## src/hw/fbm_defines.vh

```
// What this block does
// - token goes to next master so each master gets it within target rotation time
// - slave exchanges start only while this master holds the token
// - after token arrival master acts for a bounded hold period, then passes on
// - broadcast addresses all other stations and expects no acknowledgement
// - multicast addresses a predefined group and expects no acknowledgement
// - one independent exchange timeout timer per assigned slave
// - timer expires without correct exchange in interval; user gets an event
// - transfer error with auto clear: leave Operate, fail-safe all slaves, enter Clear
// - transfer error without auto clear: stay in Operate
// - Off-line stops all communication with every participant
// - Stop: no slave exchanges, class 2 master traffic still allowed
// - Clear: send parameters, check configuration, then exchange data per slave
// - Clear data exchange reads inputs and writes all zero outputs
// - Operate: read slave inputs, write application outputs
// - Operate: multicast own state to slaves at configurable interval
// - collect slave diagnostics and keep them available for fault location
// - diagnostics carry one of three levels: device, module, channel
// - one common bit rate for all stations chosen at commissioning
`ifndef FBM_DEFINES_VH
`define FBM_DEFINES_VH
// ============================================================
// network states
`define FBM_ST_OFFLINE 2'h0
`define FBM_ST_STOP    2'h1
`define FBM_ST_CLEAR   2'h2
`define FBM_ST_OPERATE 2'h3
// ============================================================
// request kinds to the frame engine
`define FBM_K_PARAM    3'h0
`define FBM_K_CFGCHK   3'h1
`define FBM_K_DATA     3'h2
`define FBM_K_BCAST    3'h3
`define FBM_K_MCAST    3'h4
`define FBM_K_MASTER2  3'h5
`define FBM_K_FAILSAFE 3'h6
// ============================================================
// per slave start up phase
`define FBM_PH_PARAM   2'h0
`define FBM_PH_CFGCHK  2'h1
`define FBM_PH_DATA    2'h2
// ============================================================
// sizes and addresses
`define FBM_NSLV       4
`define FBM_SIDX_W     2
`define FBM_LAST_SLV   2'h3
`define FBM_ADDR_W     4
`define FBM_BCAST_ADDR 4'hf
`define FBM_GROUP_ADDR 4'he
`define FBM_DATA_W     8
`define FBM_TMR_W      16
`define FBM_TMR_ONE    16'h0001
`define FBM_TMR_ZERO   16'h0000
`define FBM_DIAG_W     12
`define FBM_FIFO_DEPTH 8
`define FBM_FIFO_AW    3
`endif

```

## src/hw/fbm_fifo.v

```verilog
`timescale 1ns/100ps
`default_nettype none
module fbm_fifo #(
  parameter WIDTH = 12,
  parameter DEPTH = 8,
  parameter AW    = 3
) (
  input  wire             clk,
  input  wire             rstN,
  input  wire             inValid,
  output wire             inReady,
  input  wire [WIDTH-1:0] inData,
  output wire             outValid,
  input  wire             outReady,
  output wire [WIDTH-1:0] outData
);
  // ============================================================
  // storage and pointers
  reg [WIDTH-1:0] mem [0:DEPTH-1];
  reg [AW-1:0]    wrPtr_r;
  reg [AW-1:0]    rdPtr_r;
  reg [AW:0]      count_r;
  reg             full_r;
  reg             empty_r;
  wire            doWr;
  wire            doRd;
  wire [AW:0]     countNxt;

  assign doWr     = inValid & ~full_r;
  assign doRd     = outReady & ~empty_r;
  assign countNxt = doWr & ~doRd ? count_r + 1'b1 :
                    doRd & ~doWr ? count_r - 1'b1 : count_r;
  assign inReady  = ~full_r;
  assign outValid = ~empty_r;
  assign outData  = mem[rdPtr_r];

  always @(posedge clk) begin
    if (doWr) begin
      mem[wrPtr_r] <= inData;
    end
  end

  // flags registered so ready and valid never ripple through
  always @(posedge clk or negedge rstN) begin
    if (!rstN) begin
      wrPtr_r <= {AW{1'b0}};
      rdPtr_r <= {AW{1'b0}};
      count_r <= {(AW+1){1'b0}};
      full_r  <= 1'b0;
      empty_r <= 1'b1;
    end else begin
      if (doWr) begin
        wrPtr_r <= (wrPtr_r == DEPTH - 1) ? {AW{1'b0}} : wrPtr_r + 1'b1;
      end
      if (doRd) begin
        rdPtr_r <= (rdPtr_r == DEPTH - 1) ? {AW{1'b0}} : rdPtr_r + 1'b1;
      end
      count_r <= countNxt;
      full_r  <= (countNxt == DEPTH);
      empty_r <= (countNxt == {(AW+1){1'b0}});
    end
  end
endmodule
`default_nettype wire

```

## src/hw/fbm_master.v

```verilog
`timescale 1ns/100ps
`default_nettype none
`include "fbm_defines.vh"
module fbm_master (
  input  wire                                clk,
  input  wire                                nrst,
  input  wire                                cmdValid,
  input  wire [1:0]                          cmdState,
  input  wire                                autoClear,
  input  wire [`FBM_TMR_W-1:0]               monInterval,
  input  wire [`FBM_TMR_W-1:0]               statusInterval,
  input  wire [`FBM_TMR_W-1:0]               tokenHoldTime,
  input  wire [3:0]                          baudSel,
  input  wire                                tokenIn,
  input  wire                                bcastReq,
  input  wire                                master2Req,
  input  wire                                reqReady,
  input  wire                                exchDone,
  input  wire [`FBM_SIDX_W-1:0]              exchSlave,
  input  wire                                exchOk,
  input  wire [`FBM_DATA_W-1:0]              exchIn,
  input  wire                                xferErr,
  input  wire [`FBM_NSLV*`FBM_DATA_W-1:0]    appOut,
  input  wire                                diagValid,
  input  wire [`FBM_DIAG_W-1:0]              diagIn,
  input  wire                                diagReady,
  output reg                                 tokenPass_r,
  output reg                                 reqValid_r,
  output reg  [2:0]                          reqKind_r,
  output reg  [`FBM_ADDR_W-1:0]              reqAddr_r,
  output reg  [`FBM_DATA_W-1:0]              reqData_r,
  output reg  [1:0]                          netState_r,
  output reg  [3:0]                          baudSel_r,
  output reg  [`FBM_NSLV-1:0]                timeoutEvt_r,
  output reg  [`FBM_NSLV-1:0]                timeoutSeen_r,
  output reg  [`FBM_NSLV*`FBM_DATA_W-1:0]    slvInImg_r,
  output wire                                diagInReady,
  output wire                                diagOutValid,
  output wire [`FBM_DIAG_W-1:0]              diagOut
);
  // ============================================================
  // reset release
  reg rstS1_r;
  reg rstN;
  always @(posedge clk or negedge nrst) begin
    if (!nrst) begin
      rstS1_r <= 1'b0;
      rstN    <= 1'b0;
    end else begin
      rstS1_r <= 1'b1;
      rstN    <= rstS1_r;
    end
  end

  // ============================================================
  // token pin synchroniser
  reg tokS1_r;
  reg tokS2_r;
  reg tokS3_r;
  reg tokLvl_r;
  reg tokLvlD_r;
  wire tokArrive;
  always @(posedge clk or negedge rstN) begin
    if (!rstN) begin
      tokS1_r   <= 1'b0;
      tokS2_r   <= 1'b0;
      tokS3_r   <= 1'b0;
      tokLvl_r  <= 1'b0;
      tokLvlD_r <= 1'b0;
    end else begin
      tokS1_r   <= tokenIn;
      tokS2_r   <= tokS1_r;
      tokS3_r   <= tokS2_r;
      // change counts only once stages two and three agree
      if (tokS2_r == tokS3_r) begin
        tokLvl_r <= tokS3_r;
      end
      tokLvlD_r <= tokLvl_r;
    end
  end
  assign tokArrive = tokLvl_r & ~tokLvlD_r;

  // ============================================================
  // per slave exchange timeout timers
  wire                 inService;
  wire [`FBM_NSLV-1:0] expire;
  wire                 anyExpire;
  assign inService = (netState_r == `FBM_ST_CLEAR) | (netState_r == `FBM_ST_OPERATE);
  assign anyExpire = |expire;

  genvar gi;
  generate
    for (gi = 0; gi < `FBM_NSLV; gi = gi + 1) begin : gTmr
      reg  [`FBM_TMR_W-1:0] cnt_r;
      wire                  restart;
      assign restart = exchDone & exchOk & (exchSlave == gi);
      // interval sampled at each restart, so config can change live
      always @(posedge clk or negedge rstN) begin
        if (!rstN) begin
          cnt_r <= `FBM_TMR_ZERO;
        end else if (!inService || restart) begin
          cnt_r <= monInterval;
        end else if (cnt_r != `FBM_TMR_ZERO) begin
          cnt_r <= cnt_r - `FBM_TMR_ONE;
        end
      end
      assign expire[gi] = inService & ~restart & (cnt_r == `FBM_TMR_ONE);
    end
  endgenerate

  // ============================================================
  // diagnostics buffer
  fbm_fifo #(
    .WIDTH (`FBM_DIAG_W),
    .DEPTH (`FBM_FIFO_DEPTH),
    .AW    (`FBM_FIFO_AW)
  ) uDiag (
    .clk      (clk),
    .rstN     (rstN),
    .inValid  (diagValid),
    .inReady  (diagInReady),
    .inData   (diagIn),
    .outValid (diagOutValid),
    .outReady (diagReady),
    .outData  (diagOut)
  );

  // ============================================================
  // token holding, scheduling, network state
  reg                    holding_r;
  reg [`FBM_TMR_W-1:0]   holdCnt_r;
  reg [`FBM_TMR_W-1:0]   statCnt_r;
  reg                    statDue_r;
  reg                    bcastPend_r;
  reg                    m2Pend_r;
  reg                    failPend_r;
  reg [`FBM_SIDX_W-1:0]  slvIdx_r;
  reg [2*`FBM_NSLV-1:0]  phase_r;
  reg [1:0]              curPh;
  wire                   issue;
  wire                   holdOver;
  wire                   errEvt;

  assign issue    = holding_r & (~reqValid_r | reqReady);
  assign holdOver = (holdCnt_r == `FBM_TMR_ZERO);
  assign errEvt   = (xferErr | anyExpire) & (netState_r == `FBM_ST_OPERATE);

  always @* begin
    curPh = phase_r[2*slvIdx_r +: 2];
  end

  integer k;
  always @(posedge clk or negedge rstN) begin
    if (!rstN) begin
      netState_r    <= `FBM_ST_OFFLINE;
      tokenPass_r   <= 1'b0;
      reqValid_r    <= 1'b0;
      reqKind_r     <= `FBM_K_PARAM;
      reqAddr_r     <= {`FBM_ADDR_W{1'b0}};
      reqData_r     <= {`FBM_DATA_W{1'b0}};
      baudSel_r     <= 4'h0;
      timeoutEvt_r  <= {`FBM_NSLV{1'b0}};
      timeoutSeen_r <= {`FBM_NSLV{1'b0}};
      slvInImg_r    <= {(`FBM_NSLV*`FBM_DATA_W){1'b0}};
      holding_r     <= 1'b0;
      holdCnt_r     <= `FBM_TMR_ZERO;
      statCnt_r     <= `FBM_TMR_ZERO;
      statDue_r     <= 1'b0;
      bcastPend_r   <= 1'b0;
      m2Pend_r      <= 1'b0;
      failPend_r    <= 1'b0;
      slvIdx_r      <= {`FBM_SIDX_W{1'b0}};
      phase_r       <= {(2*`FBM_NSLV){1'b0}};
    end else begin
      tokenPass_r  <= 1'b0;
      baudSel_r    <= baudSel;
      timeoutEvt_r <= expire;
      timeoutSeen_r <= timeoutSeen_r | expire;
      if (reqValid_r && reqReady) begin
        reqValid_r <= 1'b0;
      end
      // a timed out slave restarts its parameter sequence
      for (k = 0; k < `FBM_NSLV; k = k + 1) begin
        if (expire[k] || !inService) begin
          phase_r[2*k +: 2] <= `FBM_PH_PARAM;
        end
      end
      if (exchDone && exchOk && inService) begin
        case (phase_r[2*exchSlave +: 2])
          `FBM_PH_PARAM:  phase_r[2*exchSlave +: 2] <= `FBM_PH_CFGCHK;
          `FBM_PH_CFGCHK: phase_r[2*exchSlave +: 2] <= `FBM_PH_DATA;
          default: begin
            slvInImg_r[`FBM_DATA_W*exchSlave +: `FBM_DATA_W] <= exchIn;
          end
        endcase
      end
      // token arrival starts a bounded hold period
      if (tokArrive && !holding_r && netState_r != `FBM_ST_OFFLINE) begin
        holding_r <= 1'b1;
        holdCnt_r <= tokenHoldTime;
        slvIdx_r  <= {`FBM_SIDX_W{1'b0}};
      end else if (holding_r && !holdOver) begin
        holdCnt_r <= holdCnt_r - `FBM_TMR_ONE;
      end
      // off-line drops hold, request, status and fail-safe flags at once, keeps pending broadcast and class 2 requests, token is not forwarded
      if (netState_r == `FBM_ST_OFFLINE) begin
        holding_r   <= 1'b0;
        reqValid_r  <= 1'b0;
        statDue_r   <= 1'b0;
        failPend_r  <= 1'b0;
      end else if (issue) begin
        reqValid_r <= 1'b1;
        reqData_r  <= {`FBM_DATA_W{1'b0}};
        if (holdOver) begin
          reqValid_r  <= 1'b0;
          holding_r   <= 1'b0;
          tokenPass_r <= 1'b1;
        end else if (failPend_r) begin
          reqKind_r  <= `FBM_K_FAILSAFE;
          reqAddr_r  <= `FBM_GROUP_ADDR;
          failPend_r <= 1'b0;
        end else if (netState_r == `FBM_ST_STOP) begin
          if (m2Pend_r) begin
            reqKind_r <= `FBM_K_MASTER2;
            reqAddr_r <= {`FBM_ADDR_W{1'b0}};
            m2Pend_r  <= 1'b0;
          end else begin
            reqValid_r  <= 1'b0;
            holding_r   <= 1'b0;
            tokenPass_r <= 1'b1;
          end
        end else if (bcastPend_r) begin
          reqKind_r   <= `FBM_K_BCAST;
          reqAddr_r   <= `FBM_BCAST_ADDR;
          bcastPend_r <= 1'b0;
        end else if (statDue_r && netState_r == `FBM_ST_OPERATE) begin
          reqKind_r <= `FBM_K_MCAST;
          reqAddr_r <= `FBM_GROUP_ADDR;
          reqData_r <= {{(`FBM_DATA_W-2){1'b0}}, netState_r};
          statDue_r <= 1'b0;
        end else begin
          // one poll per slave per token visit
          reqAddr_r <= {{(`FBM_ADDR_W-`FBM_SIDX_W){1'b0}}, slvIdx_r};
          case (curPh)
            `FBM_PH_PARAM:  reqKind_r <= `FBM_K_PARAM;
            `FBM_PH_CFGCHK: reqKind_r <= `FBM_K_CFGCHK;
            default: begin
              reqKind_r <= `FBM_K_DATA;
              if (netState_r == `FBM_ST_OPERATE) begin
                reqData_r <= appOut[`FBM_DATA_W*slvIdx_r +: `FBM_DATA_W];
              end
            end
          endcase
          if (slvIdx_r == `FBM_LAST_SLV) begin
            holdCnt_r <= `FBM_TMR_ZERO;
          end else begin
            slvIdx_r <= slvIdx_r + 1'b1;
          end
        end
      end
      // placed after the issue logic so a new due or error beats its own clear
      // status interval counter, only meaningful in operate
      if (netState_r != `FBM_ST_OPERATE) begin
        statCnt_r <= statusInterval;
      end else if (statCnt_r == `FBM_TMR_ZERO) begin
        statCnt_r <= statusInterval;
        statDue_r <= 1'b1;
      end else begin
        statCnt_r <= statCnt_r - `FBM_TMR_ONE;
      end
      // state changes: command or auto clear only
      if (errEvt && autoClear) begin
        netState_r <= `FBM_ST_CLEAR;
        failPend_r <= 1'b1;
      end else if (cmdValid) begin
        netState_r <= cmdState;
      end
      // requests that arrive while their flag clears are kept
      if (bcastReq) begin
        bcastPend_r <= 1'b1;
      end
      if (master2Req) begin
        m2Pend_r <= 1'b1;
      end
    end
  end
endmodule
`default_nettype wire

```

## config.mk

```make
export PLATFORM = sky130hd
export DESIGN_NAME = fbm_master
export DESIGN_NICKNAME = d
export VERILOG_FILES = /design/src/hw/fbm_fifo.v /design/src/hw/fbm_master.v
export VERILOG_INCLUDE_DIRS = /design/src /design/src/hw
export SDC_FILE = /design/constraint.sdc
export NUM_CORES = 1
export LEC_CHECK = 0
export BUFFER_PORTS_ARGS = -buffer_cell sky130_fd_sc_hd__clkbuf_2
export CAP_MARGIN = 20
export CORE_MARGIN = 4
export CORE_UTILIZATION = 56
export CTS_CLUSTER_SIZE = 14
export DETAILED_ROUTE_END_ITERATION = 10
export PLACE_DENSITY = 0.77
export SLEW_MARGIN = 5
export SYNTH_ARGS = -nofsm -noshare
export SYNTH_HDL_FRONTEND = slang
export SYNTH_SLANG_ARGS = --single-unit
```

## constraint.sdc

```tcl
create_clock -name clk -period 15.3 [get_ports clk]
set_input_delay 2.295 -clock clk [delete_from_list [all_inputs] [get_ports clk]]
set_output_delay 2.295 -clock clk [all_outputs]
set_load 0.01 [all_outputs]
```

## Yosys cells after proc, flatten, opt, wreduce, memory -nomap -nowiden

Memory sizes are Yosys's and may differ from the RTL's.
Cells that the tools add are included.

- Equal/unequal tests: 27
- Add/sub/neg operators: 13
- Reduce and logical (&&, ||, !) cells: 50
- Shift operators: 8
- Mux-type cells: 109
- Bitwise operators: 37

Operators by type and width:

| kind | count |
|---|---|
| 16-bit two-way mux | 20 |
| 16-bit by 1-bit subtractor with 16-bit output (second input constant) | 6 |
| 2-bit by 34-bit indexed part select with 8-bit output (first input constant) | 2 |
| 16-bit by 1-bit == test with 1-bit output (second input constant) | 4 |
| 8-bit two-way mux | 8 |
| 16-bit nonzero test | 4 |
| 1-bit two-way mux | 47 |
| 3-bit negator with 34-bit output | 1 |
| 5-bit negator with 34-bit output | 1 |
| 2-bit by 34-bit variable shift with 8-bit output (first input constant) | 1 |
| 8-bit by 34-bit variable shift with 32-bit output (first input constant) | 1 |
| 8-bit by 34-bit indexed part select with 32-bit output | 1 |
| 32-bit bitwise mux | 1 |
| 16-bit zero test | 2 |
| 32-bit by 6-bit indexed part select with 8-bit output | 1 |
| 2-bit two-way mux | 15 |
| 4-bit two-way mux | 7 |
| 3-bit two-way mux | 7 |
| 1-bit AND | 20 |
| 2-bit nonzero test | 9 |
| 8-bit bitwise mux | 2 |
| 2-bit != test (second input constant) | 8 |
| 8-bit one-hot mux with 2 select lines | 1 |
| 8-bit by 4-bit indexed part select with 2-bit output | 2 |
| other kinds (26) | 73 |

- Flip-flop bits (word level): 193
- Output and inout port bits: 77
- Input bits: 121
- Word-level logic and storage cells: 280
- Bits in writable memories: 96
- Memories kept: 1

Memories:

| memory | words | bits a word | rd ports | clocked after Yosys merged registers in | wr ports | line | RTL |
|---|---|---|---|---|---|---|---|
| uDiag.mem | 8 | 12 | 1 | 0 | 1 | fbm_fifo.v:19 | `reg [WIDTH-1:0] mem [0:DEPTH-1];` |

## Logic depth before layout (Yosys ltp)

Gate-level depths: netlist of the first run.

- Word-level depth: 13
- Depth in mapped cells: 9
- Gate-level depth less buffers: 7

## Cells and area by module

A second synthesis of the first run with hierarchy kept.

- Cell total of the unflattened synthesis: 1212
- Area total of the unflattened synthesis: 13678.1 um^2

Modules (own cells, without submodules):

| module | instances | cells each | area an instance (um^2) |
|---|---|---|---|
| fbm_master | 1 | 987 | 9226.3 |
| fbm_fifo | 1 | 225 | 4451.8 |

## Worst setup path before layout of the first run

Ideal clock, no wire load.

- Kind: reg-to-output
- Start point: reg uDiag.rdPtr_r[0]
- End point: out diagOut[0]
- Arrival: 1.884 ns
- Cell stages (with the launch flop): 5
- Setup slack: 11.121 ns
- Cell sequence: dfrtp_1 > clkbuf_1 > buf_2 > mux4_2 > mux2_2

- Word-level cells in the longest chain between the ends: 1

Ends and longest elaborated chain:

| element | line | RTL |
|---|---|---|
| from (decl) | fbm_fifo.v:21 | `reg [AW-1:0] rdPtr_r;` |
| from (signal assigned) | fbm_fifo.v:47 | `rdPtr_r <= {AW{1'b0}};` |
| from (signal assigned) | fbm_fifo.v:56 | `rdPtr_r <= (rdPtr_r == DEPTH - 1) ? {AW{1'b0}} : rdPtr_r + 1'b1;` |
| memory read 8 x 12 bit | -- |  |
| to (decl) | fbm_master.v:39 | `` output wire [`FBM_DIAG_W-1:0] diagOut `` |

Every way passes these cells.

## Final worst setup path of the first run

- Start point: reg uDiag.rdPtr_r[1]
- End point: out diagOut[2]

The elaborated chain is that of the path after synthesis.

==> impl_metrics.csv, run 1 <==
group,metric,value,unit
final_layout,nNetsFinal,1548,
placement,place_ws,10810,ps
sta,fin_skew,13.6,ps
logic_synthesis,synth_cell_types,72,
sta,drv_slew,0,
critical_path,crit_path_top_delay_cell,"dfrtp_1",
cts,cts_buffers,31,
cts,clk_path_buf_depth,3,
logic_synthesis,synth.cell_area,13600,sq um
logic_synthesis,synth_edf_count,96,
drt,via_per_inst,5.83,
global_routing,antenna_found_initial,0,
die,io_pins,198,
drt,dr.pass1.iters,5,
global_routing,grt_max_degree,76,
die,die_h,164,um
drt,postRouteAntennaNets,0,
run_status,outcome,"finished, final reports clean",
logic_synthesis,syn_inst,1208,
final_layout,final_core_util,67.3,%
drt,wl,32.9,mm
sta,fin_crit,4820,ps
die,start_util,57.5,%
final_layout,layout_commonest_cell,"clkbuf_2",
final_layout,n_antenna_cell,0,
drt,drt_iter0_drc,594,
sta,maxSlewHeadroom,24.2,%
critical_path,cp_cell_sequence,"mux4_2 -> mux2_2 -> clkbuf_2",
critical_path,path_class,"flop to output port",
sta,tns,0,ps
critical_path,cp.required,13010,ps
logic_synthesis,async_flop_share,66.7,%
placement,gp_congestion,0.862,
global_routing,grt_use_total,24.4,%
final_layout,layoutNonFillerInstCount,1747,
sta,setup_violations,0,
critical_path,critPathCaptureType,"output port",
sta,max_clock_freq,208,MHz
power,finalPower,2.40,mW
final_layout,mostFrequentLayoutCells,"clkbuf_2, dfrtp_1, nand2_1, o21ai_0, edfxtp_1",
placement,port_buffers,197,
placement,hpwl,22.5,mm
critical_path,cp_top_family,"flip-flops",
sta,rsz0062_at_grt,"false",
cts,postCtsHoldBufs,0,
critical_path,crit_arrival,2520,ps
placement,dp.cells,1688,
global_routing,grt_pass1_vias,9967,
logic_synthesis,yosysSeqAreaShare,56.4,%
die,fp.dieArea,26900,sq um
cts,cts_resized,0,
critical_path,cp-start-kind,"flop",
final_layout,area_growth,16.9,%
cts,clk_latency,560,ps
drt,drcViolationCount,0,
power,leakage,6.60,nW
cts,tritoncts,"done",
die,core_area,23700,sq um
die,die_w,164,um
final_layout,fillers,1844,
power,ir_drop,0.116,mV
cts,cts.sinks,288,
logic_synthesis,synth_top_flop_cell,"dfrtp_1",
logic_synthesis,synth_warnings,0,
sta,finalCritPeriodShare,31.5,%
critical_path,critPathMaxFanout,26,
global_routing,grt_pass1_wl,52.3,mm
drt,wl_per_cell,18.8,um
global_routing,overflow,0,
cts,clk_pin_slew,60,ps
critical_path,slowest_delay,1100,ps
cts,htree_levels,1,
cts,clock-root-buffer,"clkbuf_16",
sta,worstMarginPinSlew,1140,ps
final_layout,drive_gt1_share,23.2,%
flow_run,drv_cap,0,
die,num_rows,56,
min_path,hold_path.class,"flop to flop",
logic_synthesis,synth_nets,1353,
drt,vias,10200,
logic_synthesis,avgSynthCellArea,11.3,sq um
logic_synthesis,ys_ff_latch,288,
sta,hold_violations,0,
power,p_per_area,151,nW/um^2
cts,cts_setup_buffers,0,
critical_path,cp_num_buf_inv,1,
sta,setup_slack,10480,ps
-- final timing paths --
kind                                    endpoint  slack (ps)  cells after the start              from
worst min register to register           tokS2_r         350                      0           tokS1_r
worst max-delay path                  diagOut[2]       10480                      3  uDiag.rdPtr_r[1]
max in group asynchronous       gTmr[0].cnt_r[2]       12710                      2              rstN
worst min-delay path                     tokS2_r         350                      0           tokS1_r
min in group asynchronous          slvInImg_r[6]         390                      0              rstN
worst max register to register     netState_r[0]       12300                      5     netState_r[1]
-- registers in the layout, summed over array words and instances, names as in the netlist, 2 cells and up --
register	cells
uDiag.mem	96
baudSel_r	4
reqKind_r	3
reqData_r	8
slvIdx_r	2
timeoutSeen_r	4
uDiag.count_r	4
timeoutEvt_r	4
phase_r	8
uDiag.wrPtr_r	3
gTmr.cnt_r	64
holdCnt_r	16
reqAddr_r	3
statCnt_r	16
netState_r	2
uDiag.rdPtr_r	3
slvInImg_r	32
-- kinds of logic (layout without fill, tap and decap cells) --
logic type / Yosys count / after routing / synth area share, %
compound gates: 226 / 226 / 10.1
xor+xnor: 47 / 47 / 3.02
fa+ha+maj: 25 / 25 / 2.28
buf+inv: 83 / 303 / 2.44
flops: 288 / 288 / 56.4
mux: 72 / 72 / 8.75
other cells: 1 / 1 / 0.0275
simple gates: 466 / 466 / 16.9
-- power breakdown --
| part | internal [mW] | switching (mW) |
|---|---|---|
| clock | 0.440 | 0.304 |
| combinational | 0.286 | 0.294 |
| sequential | 0.932 | 0.145 |
| total | 1.66 | 0.743 |
-- per-stage QoR --
stage / hold WS [ps] / cell area (sq um)
finish: 354 / 15900
global route: 362 / 15900
CTS: 353 / 15900
detailed placement: 336 / 14900
global placement: 339 / 14900
floorplan: 331 / 13600
-- worst register-to-register path: cells and delay by family (launching register included) --
family | cells | cell delay [ps]
AOI/OAI and AO/OA | 4 | 1720
DFF | 1 | 780
buffers and inverters | 1 | 390
-- routing by layer --
metal  up-vias  part of all wire, %  global-route usage, %
met1      4965                   42                   34.2
met4         0                  2.2                   5.68
met5         -                    0                      0
li1       4801                    -                      -
met2       375                   48                   40.0
met3        52                  7.8                   4.87
-- synth_stat cells (3+ instances only) --
library cell | count | area [sq um]
nor3b_1 | 6 | 45.0
nand3_1 | 18 | 90.1
edfxtp_1 | 96 | 2880
dfrtp_1 | 191 | 4780
nand3b_1 | 7 | 52.6
a31oi_1 | 7 | 43.8
buf_2 | 8 | 40.0
or4_1 | 14 | 105
mux2_2 | 17 | 191
buf_1 | 3 | 11.3
nor2b_1 | 6 | 37.5
ha_1 | 24 | 300
xnor2_1 | 36 | 315
nor3_1 | 31 | 155
nor4_1 | 20 | 125
or2_2 | 8 | 50.1
o21a_1 | 3 | 22.5
o31ai_1 | 21 | 158
nand4b_1 | 3 | 26.3
and2_1 | 7 | 43.8
nand4_1 | 12 | 75.1
a21o_1 | 8 | 60.1
nand2b_1 | 15 | 93.8
clkbuf_1 | 35 | 131
and3_1 | 6 | 37.5
inv_1 | 35 | 131
or3_1 | 21 | 131
or3b_2 | 5 | 43.8
xor2_1 | 11 | 96.3
nor4b_1 | 6 | 52.6
a21oi_1 | 33 | 165
mux2i_1 | 19 | 190
nand2_1 | 187 | 702
a211oi_1 | 19 | 143
nor2_1 | 83 | 312
o21ai_0 | 105 | 526
mux4_2 | 36 | 811
-- final cells by class --
| class | count | area, sq um | area share [%] |
|---|---|---|---|
| flip-flops and latches | 288 | 7690 | 48.3 |
| well taps | 319 | 399 | 2.51 |
| inverters | 35 | 131 | 0.825 |
| multi-input cells | 837 | 5600 | 35.2 |
| clock buffers | 38 | 802 | 5.03 |
| repair buffers | 210 | 1090 | 6.85 |
| clock inverters | 20 | 210 | 1.32 |
Power figures use the tool's default switching activity.
==> inputs of run 2 (changes only) <==
==> constraint.sdc (replaced) <==
create_clock -name clk -period 4.75 [get_ports clk]
set_input_delay 0.7125 -clock clk [delete_from_list [all_inputs] [get_ports clk]]
set_output_delay 0.7125 -clock clk [all_outputs]
set_load 0.01 [all_outputs]
==> impl_metrics.csv, run 2 (same netlist as run 1, synthesis figures left out) <==
group,metric,value,unit
run_status,outcome,"finished, final reports clean",
placement,dp.cells,1689,
sta,tns,0,ps
critical_path,cp_num_buf_inv,2,
die,io_pins,198,
cts,clk_path_buf_depth,3,
power,switching_share,31.2,%
final_layout,largest_register_ffs,96,
cts,cts_buffers,30,
critical_path,slowest_delay,570,ps
cts,cts.sinks,288,
cts,cts_resized,0,
critical_path,cp_top_family,"multiplexers",
sta,fin_crit,3130,ps
critical_path,critPathCaptureType,"output port",
placement,port_buffers,197,
min_path,hold_path.class,"primary input to flop",
final_layout,fillers,1800,
final_layout,regMostFlops,"uDiag.mem",
drt,drt_iter0_drc,797,
critical_path,cp.required,4040,ps
final_layout,fin_area,15900,sq um
final_layout,n_antenna_cell,0,
drt,drcViolationCount,0,
final_layout,nNetsFinal,1550,
die,core_area,23700,sq um
final_layout,mostFrequentLayoutCells,"clkbuf_2, dfrtp_1, nand2_1, o21ai_0, edfxtp_1",
die,start_util,57.5,%
power,switching_power,2.36,mW
sta,worstMarginPinSlew,1090,ps
critical_path,cp_cell_sequence,"buf_4 -> mux4_2 -> mux2_2 -> clkbuf_2",
final_layout,layoutNonFillerInstCount,1744,
global_routing,grt_use_total,24.8,%
cts,clk_pin_slew,60,ps
drt,vias,10100,
critical_path,cp-start-kind,"flop",
power,internal_power,5.20,mW
drt,wl,33.1,mm
drt,wl_per_cell,19.0,um
global_routing,antenna_found_initial,0,
global_routing,grt_pass1_vias,9974,
sta,hold_slack,272,ps
cts,tritoncts,"done",
sta,setup_violations,0,
sta,fin_skew,24.7,ps
power,clockPowerShare,29.0,%
sta,drv_slew,0,
die,die_w,164,um
cts,htree_levels,1,
final_layout,reg_top3,"uDiag.mem (96), gTmr.cnt_r (64), slvInImg_r (32)",
sta,rsz0062_at_grt,"false",
critical_path,crit_path_top_delay_cell,"mux4_2",
power,combPwrFrac,25.4,%
global_routing,overflow,0,
final_layout,layout_commonest_cell,"clkbuf_2",
critical_path,path_class,"flop to output port",
drt,dr.pass1.iters,6,
sta,finalCritPeriodShare,65.8,%
critical_path,critPathMaxFanout,24,
drt,via_per_inst,5.78,
power,seq_power_share,45.6,%
cts,clk_latency,550,ps
placement,place_area,14900,sq um
die,die_h,164,um
flow_run,drv_cap,0,
die,fp.dieArea,26900,sq um
critical_path,crit_arrival,2410,ps
placement,gp_congestion,0.843,
drt,postRouteAntennaNets,0,
cts,cts_setup_buffers,0,
sta,hold_violations,0,
power,finalPower,7.55,mW
cts,clock-root-buffer,"clkbuf_16",
power,leakage,6.57,nW
final_layout,area_growth,16.5,%
global_routing,grt_max_degree,107,
placement,hpwl,22.6,mm
power,ir_drop,0.319,mV
sta,maxSlewHeadroom,27.3,%
sta,max_clock_freq,320,MHz
global_routing,grt_pass1_wl,52.9,mm
final_layout,drive_gt1_share,23.2,%
power,p_per_area,476,nW/um^2
die,num_rows,56,
## run 2: final timing paths
kind | start | end | slack [ps] | cells past startpoint
worst max-delay path | uDiag.rdPtr_r[0] | diagOut[9] | 1620 | 4
worst min-delay path | tokenIn | tokS1_r | 270 | 1
worst max register to register | netState_r[1] | phase_r[3] | 1830 | 5
worst min register to register | rstS1_r | rstN | 360 | 0
max in group asynchronous | rstN | reqData_r[4] | 3350 | 1
min in group asynchronous | rstN | baudSel_r[2] | 380 | 0
## run 2: layout make-up
| type | count | area [sq um] | area share (%) |
|---|---|---|---|
| clock buffers | 43 | 830 | 5.22 |
| well taps | 319 | 399 | 2.51 |
| inverters | 35 | 131 | 0.827 |
| multi-input cells | 837 | 5600 | 35.3 |
| repair buffers | 213 | 1140 | 7.19 |
| clock inverters | 9 | 82.6 | 0.520 |
| flip-flops and latches | 288 | 7690 | 48.4 |
## run 2: repair_timing
| action | in CTS | in global routing |
|---|---|---|
| hold endpoints to repair | 2 | 0 |
| hold buffers | 1 | 0 |
| endpoints found under the setup margin | 0 | 0 |
## run 2: power groups by stage
| stage | clock network [mW] | logic [mW] | registers, mW |
|---|---|---|---|
| after floorplan | 0 | 1.42 | 3.34 |
| after global placement | 0 | 1.81 | 3.48 |
| after detailed placement | 0 | 1.86 | 3.51 |
| after CTS | 2.23 | 1.89 | 3.47 |
| after global routing | 2.34 | 2.13 | 3.51 |
| final | 2.19 | 1.92 | 3.45 |
## run 2: per-layer routing
| layer | share of wire (%) | routed length [um] | GRT usage [%] |
|---|---|---|---|
| met1 | 42 | 13800 | 33.7 |
| met2 | 48 | 16000 | 41.3 |
| met3 | 7.1 | 2350 | 4.24 |
| met4 | 2.9 | 975 | 7.47 |
| met5 | 0 | 0 | 0 |
## run 2: worst reg2reg max path, stage by stage, from the launching register on
cell      delay, ps
dfrtp_1         760
inv_1           360
a21o_1          560
or4_4           620
and3_1          200
a2bb2o_1        290
## run 2: per-stage QoR
step | setup slack, ps | util, %
CTS | 1490 | 66.9
floorplan | 1590 | -
finish | 1620 | 67.0
detailed placement | 1860 | 63.0
global route | 1490 | 67.0
global placement | 1920 | 63.0
==> inputs of run 3 (changes only) <==
--- a/config.mk
+++ b/config.mk
@@ -9,10 +9,10 @@
 export BUFFER_PORTS_ARGS = -buffer_cell sky130_fd_sc_hd__clkbuf_2
 export CAP_MARGIN = 20
 export CORE_MARGIN = 4
-export CORE_UTILIZATION = 56
+export CORE_UTILIZATION = 52
 export CTS_CLUSTER_SIZE = 14
 export DETAILED_ROUTE_END_ITERATION = 10
-export PLACE_DENSITY = 0.77
+export PLACE_DENSITY = 0.76
 export SLEW_MARGIN = 5
 export SYNTH_ARGS = -nofsm -noshare
 export SYNTH_HDL_FRONTEND = slang
==> constraint.sdc (replaced) <==
create_clock -name clk -period 2.69 [get_ports clk]
set_input_delay 0.4035 -clock clk [delete_from_list [all_inputs] [get_ports clk]]
set_output_delay 0.4035 -clock clk [all_outputs]
set_load 0.01 [all_outputs]
==> impl_metrics.csv, run 3 (same netlist as run 1, synthesis figures left out) <==
group,metric,value,unit
final_layout,drive_gt1_share,25.3,%
min_path,min_from,"bcastReq",
cts,htree_levels,1,
die,die_h,170,um
critical_path,critPathMaxFanout,12,
die,die_w,170,um
sta,tns,0,ps
final_layout,mostFrequentLayoutCells,"clkbuf_2, dfrtp_1, nand2_1, o21ai_0, edfxtp_1",
final_layout,reg_top3,"uDiag.mem (96), gTmr.cnt_r (64), slvInImg_r (32)",
drt,drcViolationCount,0,
critical_path,crit_arrival,2200,ps
placement,port_buffers,197,
global_routing,overflow,0,
min_path,hold_path.class,"primary input to flop",
die,num_rows,58,
final_layout,n_antenna_cell,0,
drt,wl,33.5,mm
global_routing,grt_pass1_wl,54.2,mm
sta,worstMarginPinSlew,752,ps
cts,clk_path_buf_depth,3,
global_routing,antenna_found_initial,0,
final_layout,fillers,1965,
drt,via_per_inst,5.73,
final_layout,layout_commonest_cell,"clkbuf_2",
power,ir_drop,0.575,mV
global_routing,grt_pass1_vias,10300,
die,core_area,25500,sq um
sta,fin_crit,2600,ps
critical_path,crit_path_top_delay_cell,"mux4_2",
global_routing,grt_use_total,23.2,%
drt,wl_per_cell,18.6,um
critical_path,r2r-end,"netState_r[0]",
cts,cts_buffers,31,
sta,rsz0062_at_grt,"false",
die,fp.dieArea,28900,sq um
cts,clk_pin_slew,60,ps
final_layout,largest_register_ffs,96,
critical_path,r2r_slack,410,ps
sta,maxSlewHeadroom,49.8,%
critical_path,cp.required,2290,ps
cts,clock-root-buffer,"clkbuf_16",
drt,dr.pass1.iters,5,
drt,vias,10300,
drt,postRouteAntennaNets,0,
run_status,outcome,"finished, final reports clean",
critical_path,path_class,"flop to output port",
sta,drv_slew,0,
critical_path,critPathCaptureType,"output port",
final_layout,nNetsFinal,1588,
placement,hpwl,23.3,mm
power,leakage,6.83,nW
power,p_per_area,847,nW/um^2
placement,gp_congestion,0.835,
critical_path,slowest_delay,530,ps
critical_path,r2r_cells,5,
cts,cts.sinks,288,
sta,finalCritPeriodShare,96.6,%
min_path,holdPathStages,2,
critical_path,cp-start-kind,"flop",
cts,clk_latency,570,ps
die,start_util,53.5,%
global_routing,grt_max_degree,62,
drt,drt_iter0_drc,741,
critical_path,r2r-start,"netState_r[1]",
sta,hold_violations,0,
sta,hold_slack,22.8,ps
cts,cts_setup_buffers,0,
cts,tritoncts,"done",
min_path,holdPathEnd,"bcastPend_r",
sta,fin_skew,20.3,ps
sta,setup_violations,0,
final_layout,regMostFlops,"uDiag.mem",
sta,max_clock_freq,385,MHz
die,io_pins,198,
critical_path,cp_cell_sequence,"clkbuf_16 -> mux4_2 -> mux2_2 -> clkbuf_2",
flow_run,drv_cap,0,
final_layout,area_growth,19.9,%
-- run 3: changes by cell type in the layout (fill, tap and decap cells not counted), moves of 3 or more --
cell,delta
clkbuf_16,+3
dlygate4sd3_1,+5
clkbuf_1,-3
buf_4,+29
buf_12,+3
-- run 3: area by class of cell --
type	instances	area (sq um)	area share [%]
clock buffers	44	890	5.44
flip-flops and latches	288	7690	47.1
repair buffers	250	1470	8.97
inverters	35	131	0.804
clock inverters	12	140	0.858
well taps	330	413	2.53
multi-input cells	837	5610	34.3
-- run 3: how the worst max path moves through the flow --
stage / startpoint / endpoint / slack, ps / cells after the start
floorplan: uDiag.rdPtr_r[0] / diagOut[0] / 400 / 4
global placement: exchSlave[0] / netState_r[0] / 460 / 7
detailed placement: holdCnt_r[0] / holdCnt_r[10] / 410 / 7
CTS: uDiag.rdPtr_r[0] / diagOut[1] / 10 / 4
global route: uDiag.rdPtr_r[0] / diagOut[6] / 2 / 4
finish: uDiag.rdPtr_r[0] / diagOut[6] / 90 / 4
-- run 3: where the power goes --
group / switching, mW / internal, mW / total [mW]
registers: 0.723 / 5.31 / 6.03
logic: 1.82 / 1.76 / 3.58
clock network: 1.73 / 2.50 / 4.23
-- run 3: metal layers --
metal	GRT usage [%]	wire, um	vias to the layer above
met5	0	0	-
met2	38.1	16100	377
met3	4.67	2690	50
met1	32.1	13900	4989
li1	-	-	4874
met4	5.99	772	0
-- run 3: repair_timing --
action	in CTS	in global routing
endpoints found under the setup margin	0	5
hold buffers	6	0
endpoints found under the hold margin	7	0
gates resized for setup	0	2
-- run 3: per-stage QoR --
stage	worst slack [ps]	area, sq um	power [mW]	utilization [%]	std cells
global placement	459	15200	9.45	59.7	1732
floorplan	403	13600	8.41	-	1208
finish	90.9	16300	13.8	64.2	1796
detailed placement	407	15200	9.58	59.7	1732
CTS	12.6	16300	13.9	64.0	1794
global route	2.18	16300	14.6	64.2	1796
-- run 3: critical path: cells and delay by family, from the launching register on --
kind                   cells  cell delay [ps]
muxes                      2              810
buffers and inverters      2              350
DFF                        1              480
